## src/alarm_defines.svh

```systemverilog
`ifndef ALARM_DEFINES_SVH
`define ALARM_DEFINES_SVH

// ----------------------------------------
// Register addresses
// ----------------------------------------
`define ADDR_CONFIG      8'h4D
`define ADDR_MASK        8'h4E
`define ADDR_STATUS      8'h4F
`define ADDR_PIN_CTRL    8'h50

// ----------------------------------------
// Reset values, writable bits and alarm enable field
// ----------------------------------------
`define RST_CONFIG       16'h0070
`define RST_MASK         16'h0000
`define RST_PIN_CTRL     16'h0001
`define CONFIG_WMASK     16'h03F8
`define MASK_WMASK       16'h7FFC
`define PIN_CTRL_WMASK   16'h0001
`define ENABLE_FIELD     16'h7FF8

// ----------------------------------------
// Field positions
// ----------------------------------------
`define CH_FILT_LSB      5
`define TEMP_FILT_LSB    3
`define HOLD_DIS_BIT     2
`define PIN_EN_BIT       0
`define SRC_LSB          3
`define THERM_STATUS_BIT 0

// ----------------------------------------
// Source counts and minimum filter width
// ----------------------------------------
`define NUM_MASKED       12
`define NUM_SOURCES      13
`define MIN_FILTER_W     9

`endif

```

## src/alarm_pkg.sv

```systemverilog
package alarm_pkg;

  typedef logic [15:0] reg16_type;

  typedef enum logic [1:0] {
    SRC_FAIL  = 2'h0,
    SRC_TEMP  = 2'h1,
    SRC_CHAN  = 2'h3,
    SRC_THERM = 2'h2
  } source_class_type;

endpackage

```

## src/sample_filter.sv

```systemverilog
`timescale 1ns/100ps
module sample_filter #(
  parameter int CNT_W = 9
) (
  input  wire logic             i_clk_sys,
  input  wire logic             i_rst_b,
  input  wire logic             i_sample,
  input  wire logic             i_hit,
  input  wire logic [CNT_W-1:0] i_need,
  input  wire logic             i_hold_off,
  input  wire logic             i_clear,
  output logic                  o_flag
);

  logic [CNT_W-1:0] count;
  logic [CNT_W:0]   count_inc;
  logic             active;
  logic             qualify;
  logic             next_active;

  generate
    if (CNT_W < 1) begin : g_bad_width
      $error("sample_filter: CNT_W must be at least 1");
    end
  endgenerate

  assign count_inc   = {1'b0, count} + {{CNT_W{1'b0}}, 1'b1};
  assign qualify     = i_hit && (count_inc >= {1'b0, i_need});
  assign next_active = i_sample ? qualify : active;

  // ----------------------------------------
  // Consecutive sample counter
  // ----------------------------------------
  always_ff @(posedge i_clk_sys) begin
    if (!i_rst_b) begin
      count <= '0;
    end else if (i_sample) begin
      if (!i_hit) begin
        count <= '0;
      end else if (!qualify) begin
        count <= count_inc[CNT_W-1:0];
      end
    end
  end

  always_ff @(posedge i_clk_sys) begin
    if (!i_rst_b) begin
      active <= 1'b0;
    end else begin
      active <= next_active;
    end
  end

  // ----------------------------------------
  // Flag, set wins over clear
  // ----------------------------------------
  always_ff @(posedge i_clk_sys) begin
    if (!i_rst_b) begin
      o_flag <= 1'b0;
    end else if (i_hold_off) begin
      o_flag <= next_active;
    end else if (i_sample && qualify) begin
      o_flag <= 1'b1;
    end else if (i_clear && !next_active) begin
      o_flag <= 1'b0;
    end
  end

endmodule

```

## src/monitor_alarm_qualify_mask.sv

```systemverilog
`timescale 1ns/100ps
`include "alarm_defines.svh"
module monitor_alarm_qualify_mask
  import alarm_pkg::*;
#(
  parameter int FILTER_W = 9
) (
  input  wire logic                    i_clk_sys,
  input  wire logic                    i_rst_b,
  input  wire logic [7:0]              i_addr,
  input  wire logic [15:0]             i_wdata,
  input  wire logic                    i_wr,
  input  wire logic                    i_rd,
  input  wire logic                    i_sample_valid,
  input  wire logic [`NUM_SOURCES-1:0] i_out_of_range,
  output logic [15:0]                  o_rdata,
  output logic                         o_alarm_n,
  output logic                         o_irq
);

  // ----------------------------------------
  // Declarations
  // ----------------------------------------
  reg16_type                config_reg;
  reg16_type                alarm_mask;
  reg16_type                pin_ctrl;
  reg16_type                status;
  reg16_type                next_rdata;
  logic [`NUM_SOURCES-1:0]  flag;
  logic [2:0]               chan_code;
  logic [1:0]               temp_code;
  logic                     hold_dis;
  logic                     pin_en;
  logic                     status_clear;
  logic                     enabled_hit;
  logic [FILTER_W-1:0]      chan_need;
  logic [FILTER_W-1:0]      temp_need;
  logic [FILTER_W-1:0]      one_need;

  generate
    if (FILTER_W < `MIN_FILTER_W) begin : g_bad_width
      $error("FILTER_W must be at least 9 to count 256 samples");
    end
  endgenerate

  assign chan_code = config_reg[`CH_FILT_LSB +: 3];
  assign temp_code = config_reg[`TEMP_FILT_LSB +: 2];
  assign hold_dis  = alarm_mask[`HOLD_DIS_BIT];
  assign pin_en    = pin_ctrl[`PIN_EN_BIT];
  assign one_need  = {{(FILTER_W-1){1'b0}}, 1'b1};

  // ----------------------------------------
  // Sample count decode
  // ----------------------------------------
  // channel count decode
  always_comb begin
    if (chan_code == 3'h0) begin
      chan_need = one_need;
    end else begin
      chan_need = one_need << ({1'b0, chan_code} + 4'h1);
    end
  end

  always_comb begin
    temp_need = one_need << temp_code;
  end

  // ----------------------------------------
  // Register writes
  // ----------------------------------------
  always_ff @(posedge i_clk_sys) begin
    if (!i_rst_b) begin
      config_reg <= `RST_CONFIG;
    end else if (i_wr && i_addr == `ADDR_CONFIG) begin
      config_reg <= i_wdata & `CONFIG_WMASK;
    end
  end

  always_ff @(posedge i_clk_sys) begin
    if (!i_rst_b) begin
      alarm_mask <= `RST_MASK;
    end else if (i_wr && i_addr == `ADDR_MASK) begin
      alarm_mask <= i_wdata & `MASK_WMASK;
    end
  end

  always_ff @(posedge i_clk_sys) begin
    if (!i_rst_b) begin
      pin_ctrl <= `RST_PIN_CTRL;
    end else if (i_wr && i_addr == `ADDR_PIN_CTRL) begin
      pin_ctrl <= i_wdata & `PIN_CTRL_WMASK;
    end
  end

  // ----------------------------------------
  // Qualification filters
  // ----------------------------------------
  assign status_clear = i_rd && (i_addr == `ADDR_STATUS);

  genvar gi;
  generate
    for (gi = 0; gi < `NUM_SOURCES; gi++) begin : g_src
      localparam source_class_type CLS = (gi == `NUM_SOURCES - 1) ? SRC_THERM :
                                         (gi >= 8) ? SRC_CHAN :
                                         (gi >= 2) ? SRC_TEMP : SRC_FAIL;
      logic [FILTER_W-1:0] need;
      assign need = (CLS == SRC_CHAN) ? chan_need :
                    (CLS == SRC_TEMP) ? temp_need : one_need;
      sample_filter #(
        .CNT_W (FILTER_W)
      ) u_filter (
        .i_clk_sys  (i_clk_sys),
        .i_rst_b    (i_rst_b),
        .i_sample   (i_sample_valid),
        .i_hit      (i_out_of_range[gi]),
        .i_need     (need),
        .i_hold_off (hold_dis),
        .i_clear    (status_clear),
        .o_flag     (flag[gi])
      );
    end
  endgenerate

  always_comb begin
    status = '0;
    status[`SRC_LSB +: `NUM_MASKED] = flag[`NUM_MASKED-1:0];
    status[`THERM_STATUS_BIT] = flag[`NUM_SOURCES-1];
  end

  // ----------------------------------------
  // Alarm pin and interrupt
  // ----------------------------------------
  // per-source gating
  assign enabled_hit = |(status & alarm_mask & `ENABLE_FIELD);

  always_ff @(posedge i_clk_sys) begin
    if (!i_rst_b) begin
      o_alarm_n <= 1'b1;
    end else begin
      o_alarm_n <= !(pin_en && (enabled_hit || flag[`NUM_SOURCES-1]));
    end
  end

  always_ff @(posedge i_clk_sys) begin
    if (!i_rst_b) begin
      o_irq <= 1'b0;
    end else begin
      o_irq <= enabled_hit || flag[`NUM_SOURCES-1];
    end
  end

  // ----------------------------------------
  // Register reads
  // ----------------------------------------
  always_comb begin
    case (i_addr)
      `ADDR_CONFIG:   next_rdata = config_reg;
      `ADDR_MASK:     next_rdata = alarm_mask;
      `ADDR_STATUS:   next_rdata = status;
      `ADDR_PIN_CTRL: next_rdata = pin_ctrl;
      default:        next_rdata = '0;
    endcase
  end

  always_ff @(posedge i_clk_sys) begin
    if (!i_rst_b) begin
      o_rdata <= '0;
    end else if (i_rd) begin
      o_rdata <= next_rdata;
    end else begin
      o_rdata <= '0;
    end
  end
endmodule

```

## config.mk

```make
export PLATFORM = sky130hd
export DESIGN_NAME = monitor_alarm_qualify_mask
export DESIGN_NICKNAME = d
export VERILOG_FILES = /design/src/alarm_pkg.sv /design/src/sample_filter.sv /design/src/monitor_alarm_qualify_mask.sv
export VERILOG_INCLUDE_DIRS = /design/src /design/src/src
export SDC_FILE = /design/constraint.sdc
export NUM_CORES = 1
export LEC_CHECK = 0
export BUFFER_PORTS_ARGS = -buffer_cell sky130_fd_sc_hd__buf_2
export CORE_UTILIZATION = 61
export CTS_CLUSTER_SIZE = 28
export DETAILED_ROUTE_END_ITERATION = 10
export PLACE_DENSITY_LB_ADDON = 0.08
export SLEW_MARGIN = 20
export SYNTH_ARGS = -nofsm -noshare
export SYNTH_HDL_FRONTEND = slang
export SYNTH_SLANG_ARGS = --single-unit
export TNS_END_PERCENT = 10
```

## constraint.sdc

```tcl
create_clock -name i_clk_sys -period 3.45 [get_ports i_clk_sys]
set_input_delay 0.345 -clock i_clk_sys [delete_from_list [all_inputs] [get_ports i_clk_sys]]
set_output_delay 0.345 -clock i_clk_sys [all_outputs]
set_load 0.02 [all_outputs]
```

==> summary.md, run 1 <==
| Metric | Value |
|---|---|
| Static power due to leakage | ~4.8 nW |
| Met3 routing resource usage after global routing | 0.04439 |
| Placement Cell Area | ~10,000 sq um |
| I/O Buffers | 55 |
| Number of detailed-routing iterations run before antenna repair | 5 |
| Worst skew pair latency | around 430 ps |
| Biggest area contributors in the synthesized netlist | sky130_fd_sc_hd__dfxtp_1 (38%), sky130_fd_sc_hd__ha_1 (9.7%), sky130_fd_sc_hd__nor2_1 (4.5%), sky130_fd_sc_hd__a21oi_1 (4.4%), sky130_fd_sc_hd__mux2i_1 (3.0%) |
| Total global routing overflow | 0 |
| Power density over the cells | slightly above 400 nW/um^2 |
| Min-Delay Path Class | in2reg |
| Cell class contributing the biggest share of worst-path delay | simple AND/OR/NAND/NOR gates |
| Average cell area after synthesis | 8.569 sq um |
| Syn Std Cell Area | roughly 9600 sq um |
| Max-slew headroom | 0.5205 |
| Area delta synth->final | 11.48% |
| Synth top area share | 0.3765 |
| Wire length of the first global-routing pass | roughly 35,000 um |
| Minimum setup slack after placement | just under 300 ps |
| Wire length per cell after detailed routing | around 15 um |
| First-iteration detailed-routing DRC count | between 500 and 600 |
| Share of cell area taken by muxes after synthesis | 0.03856 |
| Largest registers | g_src.u_filter.count: 117 flops, o_rdata: 14 flops |
| Total GRT Usage | 0.2680 |
| Synth Area in Compound Gates | 0.1872 |
| Buffering stage count on the worst path with inverters included | 1 |
| Total Die Area | roughly 16,000 sq um |
| I/O pin count | 60 |
| # setup viols final | 0 |
| Number of inserted diodes | 0 |
| Yosys warnings | 0 |
| Worst setup path class | reg2reg |
| Final wirelength | about 21,000 um |
| Primary flip-flop cell chosen by synthesis mapping | sky130_fd_sc_hd__dfxtp_1 |
| Synth Area in XOR/XNOR | 0.04392 |
| Number of sinks handled by clock tree synthesis | between 150 and 200 |
| Final worst-path setup slack | slightly above 300 ps |
| Die boundary height | 127.3 um |
| Placed cell count | about 1,400 |
| DR vias | around 8,100 |
| Core Area | approximately 15,000 sq um |
| Clock-pin transition on the worst setup and hold timing paths | roughly 70 ps |
| Maximum clock frequency | roughly 320 MHz |
| Yosys cell types | 70 |
| Count of final hold-check violations | 0 |
| RSZ-0062 raised after global routing | false |
| Fraction of registers with async set or reset after synthesis | 0 |
| Net count reported at finish | around 1,300 |
| Remaining number of nets flagged by the antenna check after routing | 0 |
| Status | finished, final reports clean |
| Worst clock skew | approximately 8.4 ps |
| Worst-path cell chain | buf_4, nor3_1, ha_1, nor4b_1, o21ai_0, a221o_1, a21oi_1, and3_1, o21ai_0, a21oi_1 |
| Global-route track usage on met2 | 0.4648 |
| CP Data Required Time | between 3000 and 4000 ps |
| Busiest metal layer after global routing | met2 |
| Post-synthesis cell count | 1,117 |
| Detailed-placement wirelength estimate | about 14,000 um |
| Shortest period the worst path allows | roughly 3100 ps |
| Largest family of logic cells by synthesized area | simple AND/OR/NAND/NOR gates |
| Clock root cell | sky130_fd_sc_hd__clkbuf_16 |
| Initial standard-cell utilization of the core | 0.6273 |
| Routability-driven placement congestion ratio | ~0.82 |
| Maximum root-to-sink buffer count | 2 |
| Worst setup EP type | flop |
| Clock tree from TritonCTS | yes |
| Proportion of synthesized chip area in sequential cells | 0.3765 |
| Commonest cells in the synthesized netlist | sky130_fd_sc_hd__dfxtp_1 (180), sky130_fd_sc_hd__nor2_1 (114), sky130_fd_sc_hd__a21oi_1 (85) |
| Overall die width | between 100 and 150 um |
| VDD IR max | ~0.34 mV |
| Flip-flop count of the largest register, all copies and words added | approximately 120 |
| Post-synthesis share of cell area spent on and, or, nand and nor gates | 0.2212 |
| Cell with the most instances after synthesis | sky130_fd_sc_hd__dfxtp_1 |
| Layout cell share with drive strength beyond 1 | 0.1115 |
| Cell taking the most area after synthesis | sky130_fd_sc_hd__dfxtp_1 |
| Largest net degree at the start of global routing | just over 70 |
| Largest fanout on the critical path | 9 |
| Initial antenna violation count | 0 |
| Slowest cell on the critical path | sky130_fd_sc_hd__nor3_1 |
| Number of synthesized flops with an enable pin | 0 |
| Synth Register Bits | between 150 and 200 |
| Final instance area | 10,670 sq um |
| Kind of launch point of the worst setup path | flop |
| Filler-free cell count of the finished design | approximately 1,400 |
| Number of H-tree levels | 4 |
| Final Cycle Share | 0.9115 |
| Count of maximum capacitance violations | 0 |
| Global-route track usage on met1 | 0.3341 |
| Number of CTS-inserted buffers | 17 |
| Total DRC errors in the routed layout | 0 |
| Reg with most FFs | g_src.u_filter.count |
| Final slew viol count | 0 |
| Placement Rows | 45 |
| Total power after layout | between 4 and 5 mW |
| Maximum single-stage delay on the critical path | approximately 540 ps |
| Setup TNS | 0 ps |
| Via count of the first global-routing pass | ~7,600 |
| Number of vias per cell after detailed routing | 5.835 |
| Area share of fa/ha/maj cells after synthesis | 0.09673 |
| Slew at the pin with the worst max-slew slack | 711.7 ps |
| Worst EP arrival | 3500 ps |
per-stage QoR:
step,hold WS (ps),util
floorplan,370.9,-
global placement,392.8,0.6586
detailed placement,391.4,0.6586
CTS,137.7,0.6983
global route,147.0,0.6993
finish,145.1,0.6993
path summary, 6_finish.rpt:
path / start / to / slack, ps / depth (start not counted)
worst max-delay path: config_reg[6] / g_src[9].u_filter.count[0] / 310 / 10
worst min register to register: pin_ctrl[0] / o_alarm_n / 410 / 1
worst min-delay path: i_wdata[4] / config_reg[4] / 150 / 3
worst max register to register: config_reg[6] / g_src[9].u_filter.count[0] / 310 / 10
cell families after synthesis:
| logic type | count (synthesis) |
|---|---|
| buf+inv | 83 |
| other cells | 2 |
| compound gates | 277 |
| simple gates | 417 |
| fa+ha+maj | 74 |
| mux | 36 |
| xor+xnor | 48 |
| flops | 180 |
power breakdown:
part | internal, mW | switching (mW)
registers | 2.09 | 0.0201
clock network | 1.05 | 0.943
logic | 0.0810 | 0.148
total | 3.22 | 1.11
tightest hold or removal path: cells and delay by family:
kind / cells / cell delay [ps]
muxes: 1 / 60
and+or+nand+nor: 1 / 60
buffers and inverters: 1 / 90
cells in the final DEF, fill, tap and decap left out, drive strengths merged, types with 16 or more instances in the layout:
cell,count
nor2,114
o21a,24
inv,47
buf,71
dfxtp,180
xnor2,22
and3,46
nand4,16
a21o,17
nand3,55
o21ai,51
clkbuf,17
mux2i,29
a21oi,85
xor2,26
nand2,77
a22oi,22
ha,74
layout make-up:
| cell class | count | area (sq um) |
|---|---|---|
| multi-input combinational | 856 | 5654 |
| fill | 1245 | 4588 |
| sequential | 180 | 3603 |
| clock buffer | 17 | 425.4 |
| timing repair buffer | 71 | 407.9 |
| tap | 211 | 264.0 |
| clock inverter | 15 | 180.2 |
| inverter | 36 | 135.1 |
routing by layer:
layer / wire [um] / vias up
met5: 0 / -
met4: 375 / 0
met3: 632 / 25
met2: 10260 / 128
met1: 9665 / 3811
li1: - / 4123
timing repair:
action | CTS | global route
gates resized for setup | 0 | 2
endpoints found under the setup margin | 0 | 4
hold buffers | 0 | 0
buffers inserted | 0 | 0
endpoints found under the hold margin | 0 | 0
No activity file was read; power rests on OpenSTA's default activity.
==> run 2, diff against run 1 <==
- BUFFER_PORTS_ARGS: -buffer_cell sky130_fd_sc_hd__buf_2 -> -buffer_cell sky130_fd_sc_hd__buf_4
- CORE_MARGIN: not set -> 10
- CTS_CLUSTER_DIAMETER: not set -> 100
==> run 2 against run 1 <==
Cell area rose by 0.54%. Non-clock buffer count fell by 4. Register-to-register slack got worse by 40 ps. Critical path depth did not move. Sequential power barely moved. Largest cell class unchanged. Hold slack got worse by 8.0 ps. First-iteration DRC count fell by 31%. Maximum frequency fell by 1.3%. Core utilization rose by 0.12 points.
==> summary.md, run 2 (same netlist as run 1, synthesis figures left out) <==
| Metric | Value |
|---|---|
| Initial standard-cell utilization of the core | 0.6250 |
| Maximum clock frequency | approximately 310 MHz |
| Reg with most FFs | g_src.u_filter.count |
| Number of inserted diodes | 0 |
| Max-slew headroom | 0.3081 |
| Total DRC errors in the routed layout | 0 |
| Placement Rows | 45 |
| Clock-pin transition on the worst setup and hold timing paths | ~70 ps |
| CTS Hold Bufs | 0 |
| Final wirelength | 21,590 um |
| Net count reported at finish | 1,274 |
| Total GRT Usage | 0.2005 |
| Initial antenna violation count | 0 |
| DR vias | about 8,000 |
| Cts repair resizes | 0 |
| Worst clock skew | between 6 and 7 ps |
| Worst EP arrival | 3490 ps |
| Number of vias per cell after detailed routing | 5.855 |
| Number of detailed-routing iterations run before antenna repair | 5 |
| Filler-free cell count of the finished design | 1,382 |
| Startpoint of the most critical register-to-register path | g_src[3].u_filter.count[0] |
| Power density over the cells | 396.1 nW/um^2 |
| Kind of launch point of the worst setup path | flop |
| Commonest non-fill, non-tap cell in the layout | sky130_fd_sc_hd__dfxtp_1 |
| Layout cell share with drive strength beyond 1 | 0.1076 |
| Via count of the first global-routing pass | around 7,700 |
| Status | finished, final reports clean |
| Number of H-tree levels | 4 |
| Largest fanout on the critical path | 7 |
| RSZ-0062 raised after global routing | false |
| Clock root cell | sky130_fd_sc_hd__clkbuf_16 |
| Count of buffers added by post-CTS timing repair for setup | 0 |
| I/O Buffers | 55 |
| Count of final hold-check violations | 0 |
| # setup viols final | 0 |
| First-iteration detailed-routing DRC count | approximately 390 |
| Clock tree from TritonCTS | yes |
| Die boundary height | ~150 um |
| Flip-flop count of the largest register, all copies and words added | around 120 |
| Setup TNS | 0 ps |
| Placed cell count | between 1,000 and 1,500 |
| Shortest period the worst path allows | approximately 3200 ps |
| Wire length of the first global-routing pass | about 36,000 um |
| Total global routing overflow | 0 |
| Detailed-placement wirelength estimate | between 15,000 and 20,000 um |
| Static power due to leakage | roughly 4.8 nW |
| Launching element of the worst setup path | g_src[3].u_filter.count[0] |
| Overall die width | approximately 150 um |
| Remaining number of nets flagged by the antenna check after routing | 0 |
| Largest registers | g_src.u_filter.count: 117 flops, o_rdata: 14 flops |
| CP Data Required Time | between 3000 and 4000 ps |
| Worst setup EP type | flop |
| Total power after layout | 4.249 mW |
| Min-Delay Path Class | in2reg |
| Wire length per cell after detailed routing | around 16 um |
| Final design utilization | 0.7005 |
| Area delta synth->final | 12.08% |
| Worst setup path class | reg2reg |
| Count of maximum capacitance violations | 0 |
| Core Area | 15,310 sq um |
| VDD IR max | 0.3764 mV |
| Largest net degree at the start of global routing | 72 |
| Total Die Area | 21,100 sq um |
| Number of sinks handled by clock tree synthesis | 180 |
| Slew at the pin with the worst max-slew slack | roughly 1000 ps |
| Worst skew pair latency | ~430 ps |
| I/O pin count | 60 |
| Commonest cells after routing, fill and taps aside | sky130_fd_sc_hd__dfxtp_1 (180), sky130_fd_sc_hd__nor2_1 (114), sky130_fd_sc_hd__a21oi_1 (84) |
| Worst Hold Launch | i_wdata[5] |
| Final slew viol count | 0 |
| Post-Route Hold Slack | 137.2 ps |
| Number of CTS-inserted buffers | 17 |
| Routability-driven placement congestion ratio | 0.8677 |
| Final Cycle Share | 0.9239 |
| Maximum root-to-sink buffer count | 2 |
==> run 2: layout make-up <==
class,count,area [sq um]
multi-input cells,856,5649
repair buffers,67,503.0
flip-flops and latches,180,3603
clock inverters,15,147.6
fillers,1255,4587
clock buffers,17,425.4
inverters,36,135.1
well taps,211,264.0
==> run 2: routing by layer <==
layer,track usage,share of wire,vias up
met2,0.3512,0.50,114
met4,0.06168,0.016,0
met3,0.03974,0.034,26
met5,0,0,-
met1,0.2416,0.45,3835
li1,-,-,4116
==> run 2: through the flow <==
step	worst slack (ps)	area, sq um
floorplan	605.7	9579
detailed placement	248.7	10140
global route	28.33	10730
CTS	158.4	10720
finish	262.5	10730
global placement	328.5	10140
==> run 2: final timing paths <==
check | endpoint | slack (ps) | cells past startpoint
worst max-delay path | g_src[3].u_filter.count[1] | 260 | 10
worst min-delay path | config_reg[5] | 140 | 3
worst max register to register | g_src[3].u_filter.count[1] | 260 | 10
worst min register to register | o_alarm_n | 410 | 1
==> run 2: report_power, final <==
group	switching [mW]	internal (mW)	total (mW)	leakage (nW)
sequential	0.0198	2.09	2.11	1.45
combinational	0.149	0.0898	0.239	3.02
clock	0.925	0.971	1.90	0.283
==> run 2: worst max-delay path, stage by stage (launching register included) <==
cell                        delay (ps)
sky130_fd_sc_hd__dfxtp_1           470
sky130_fd_sc_hd__ha_1              280
sky130_fd_sc_hd__xor2_1            180
sky130_fd_sc_hd__ha_1              260
sky130_fd_sc_hd__a21oi_1           130
sky130_fd_sc_hd__o21ai_0           130
sky130_fd_sc_hd__a2111oi_1         470
sky130_fd_sc_hd__or4b_1            590
sky130_fd_sc_hd__a21o_1            300
sky130_fd_sc_hd__a22oi_1           210
sky130_fd_sc_hd__nor2_1             50
==> run 3, diff against run 2 <==
==> constraint.sdc (replaced) <==
create_clock -name i_clk_sys -period 3.45 [get_ports i_clk_sys]
set_input_delay 0.1725 -clock i_clk_sys [delete_from_list [all_inputs] [get_ports i_clk_sys]]
set_output_delay 0.1725 -clock i_clk_sys [all_outputs]
set_load 0.02 [all_outputs]
==> run 3 against run 2 <==
Clock-buffer cell count is the same. Core utilization grew 0.97 points. Die area did not move. Power shrank 0.30%. First-iteration DRC count shrank 16%. Non-clock buffer count up 15. Sequential share of layout area down 0.45 points. Global-route usage up 0.42 points. Clock power about the same. Cell area grew 1.4%. Largest cell class unchanged. Register-to-register slack improved by 20 ps. Hold slack worse by 120 ps.
==> summary.md, run 3 (same netlist as run 1, synthesis figures left out) <==
| Metric | Value |
|---|---|
| Net switching power | between 1 and 1.5 mW |
| Worst EP arrival | 3450 ps |
| Number of sinks handled by clock tree synthesis | 180 |
| Detailed-placement wirelength estimate | approximately 15,000 um |
| Number of inserted diodes | 0 |
| Status | finished, final reports clean |
| Share of total power in sequential cells | 0.499 |
| Static power due to leakage | roughly 4.8 nW |
| First-iteration detailed-routing DRC count | about 320 |
| Largest fanout on the critical path | 7 |
| Layout cell share with drive strength beyond 1 | 0.1079 |
| Largest net degree at the start of global routing | between 70 and 80 |
| Total DRC errors in the routed layout | 0 |
| VDD IR max | approximately 0.39 mV |
| Worst clock skew | 13.51 ps |
| Overall die width | between 100 and 150 um |
| Final wirelength | about 22,000 um |
| # setup viols final | 0 |
| DR vias | 8,203 |
| I/O pin count | 60 |
| Count of maximum capacitance violations | 0 |
| Worst hold path stage count | 3 |
| Number of CTS-inserted buffers | 17 |
| Wire length per cell after detailed routing | 15.61 um |
| Worst setup EP type | flop |
| Die boundary height | ~150 um |
| Min-Delay Path Class | in2reg |
| Wire length of the first global-routing pass | 37,120 um |
| Count of final hold-check violations | 0 |
| Worst skew pair latency | around 430 ps |
| Logic depth of the worst register-to-register path | 10 |
| Initial standard-cell utilization of the core | 0.6250 |
| Maximum root-to-sink buffer count | 2 |
| Largest registers | g_src.u_filter.count: 117 flops, o_rdata: 14 flops |
| Total Die Area | between 20,000 and 25,000 sq um |
| Post-Route Hold Slack | 13.95 ps |
| Area delta synth->final | 13.63% |
| CP Data Required Time | 3740 ps |
| Number of detailed-routing iterations run before antenna repair | 5 |
| Max-slew headroom | 0.3229 |
| Placed cell count | about 1,400 |
| Number of vias per cell after detailed routing | ~5.9 |
| Commonest non-fill, non-tap cell in the layout | sky130_fd_sc_hd__dfxtp_1 |
| Clock-pin transition on the worst setup and hold timing paths | about 70 ps |
| Number of fillers in the final layout | 1,230 |
| Maximum clock frequency | 315.9 MHz |
| Total global routing overflow | 0 |
| Flip-flop count of the largest register, all copies and words added | approximately 120 |
| Total GRT Usage | 0.2047 |
| Fraction of power consumed by the clock network | 0.441 |
| Fraction of power consumed by combinational cells | 0.060 |
| Net count reported at finish | around 1,300 |
| Internal power | between 3 and 4 mW |
| I/O Buffers | 55 |
| Slew at the pin with the worst max-slew slack | ~1000 ps |
| Final slew viol count | 0 |
| Kind of launch point of the worst setup path | flop |
| Clock root cell | sky130_fd_sc_hd__clkbuf_16 |
| RSZ-0062 raised after global routing | false |
| Remaining number of nets flagged by the antenna check after routing | 0 |
| Clock tree from TritonCTS | yes |
| Placement Rows | 45 |
| Reg with most FFs | g_src.u_filter.count |
| Via count of the first global-routing pass | between 7,000 and 8,000 |
| Final Cycle Share | 0.9175 |
| Worst setup path class | reg2reg |
| Core Area | 15,310 sq um |
| Setup TNS | 0 ps |
| Filler-free cell count of the finished design | roughly 1,400 |
| Routability-driven placement congestion ratio | 0.8695 |
| Commonest cells after routing, fill and taps aside | sky130_fd_sc_hd__dfxtp_1 (179), sky130_fd_sc_hd__nor2_1 (113), sky130_fd_sc_hd__a21oi_1 (85) |
| Number of H-tree levels | 4 |
| Power density over the cells | just under 400 nW/um^2 |
| Switching portion of total power | 0.2536 |
| Shortest period the worst path allows | roughly 3200 ps |
| Initial antenna violation count | 0 |
run 3: cell types whose count changed in the layout (fill, tap and decap cells not counted), sizes merged:
cell | previous run | this run
buf | 67 | 68
clkinv | 2 | 5
inv | 48 | 45
dlygate4sd3 | 0 | 14
run 3: path summary, 6_finish.rpt:
check	start	to	slack, ps
worst max-delay path	g_src[3].u_filter.count[0]	g_src[3].u_filter.count[1]	280
worst min-delay path	i_wr	pin_ctrl[0]	10
worst max register to register	g_src[3].u_filter.count[0]	g_src[3].u_filter.count[1]	280
worst min register to register	pin_ctrl[0]	o_alarm_n	410
run 3: cell type report:
| type | instances | area (sq um) | area share |
|---|---|---|---|
| sequential | 180 | 3605 | 0.3314 |
| clock buffer | 17 | 425.4 | 0.03911 |
| clock inverter | 15 | 150.1 | 0.01380 |
| inverter | 36 | 135.1 | 0.01242 |
| multi-input combinational | 856 | 5647 | 0.5192 |
| tap | 211 | 264.0 | 0.02427 |
| timing repair buffer | 82 | 650.6 | 0.05982 |
run 3: power by group through the flow:
stage | clock [mW] | sequential (mW) | combinational [mW]
floorplan | 0 | 2.16 | 0.151
global placement | 0 | 2.16 | 0.233
detailed placement | 0 | 2.16 | 0.236
CTS | 1.91 | 2.11 | 0.252
global route | 1.99 | 2.12 | 0.282
finish | 1.87 | 2.11 | 0.252
run 3: repair_timing:
action / CTS / global route
hold buffers: 14 / 0
gates resized for setup: 0 / 3
setup buffers: 0 / 0
endpoints found under the setup margin: 0 / 5
endpoints found under the hold margin: 18 / 0
run 3: critical path: stages, from the launching register on:
cell and delay [ps]:
sky130_fd_sc_hd__dfxtp_1 460, sky130_fd_sc_hd__ha_1 280, sky130_fd_sc_hd__xor2_1 180, sky130_fd_sc_hd__ha_1 260
sky130_fd_sc_hd__a21oi_1 110, sky130_fd_sc_hd__o21ai_0 100, sky130_fd_sc_hd__a2111oi_1 460, sky130_fd_sc_hd__or4b_1 590
sky130_fd_sc_hd__a21o_1 300, sky130_fd_sc_hd__a22oi_1 210, sky130_fd_sc_hd__nor2_1 60
run 3: metal layers:
layer	track usage	wire, um
met2	0.3549	10880
met3	0.03601	740
met4	0.06168	337
met1	0.2529	9848
met5	0	0
run 3: through the flow:
stage	instance area [sq um]	worst slack (ps)	power [mW]	utilization
2_1_floorplan	9579	605.7	2.308	-
3_3_place_gp	10150	369.1	2.394	0.6629
3_5_place_dp	10150	307.9	2.398	0.6629
4_1_cts	10870	285.1	4.277	0.7096
5_1_grt	10880	19.56	4.389	0.7102
6_report	10880	284.5	4.236	0.7102
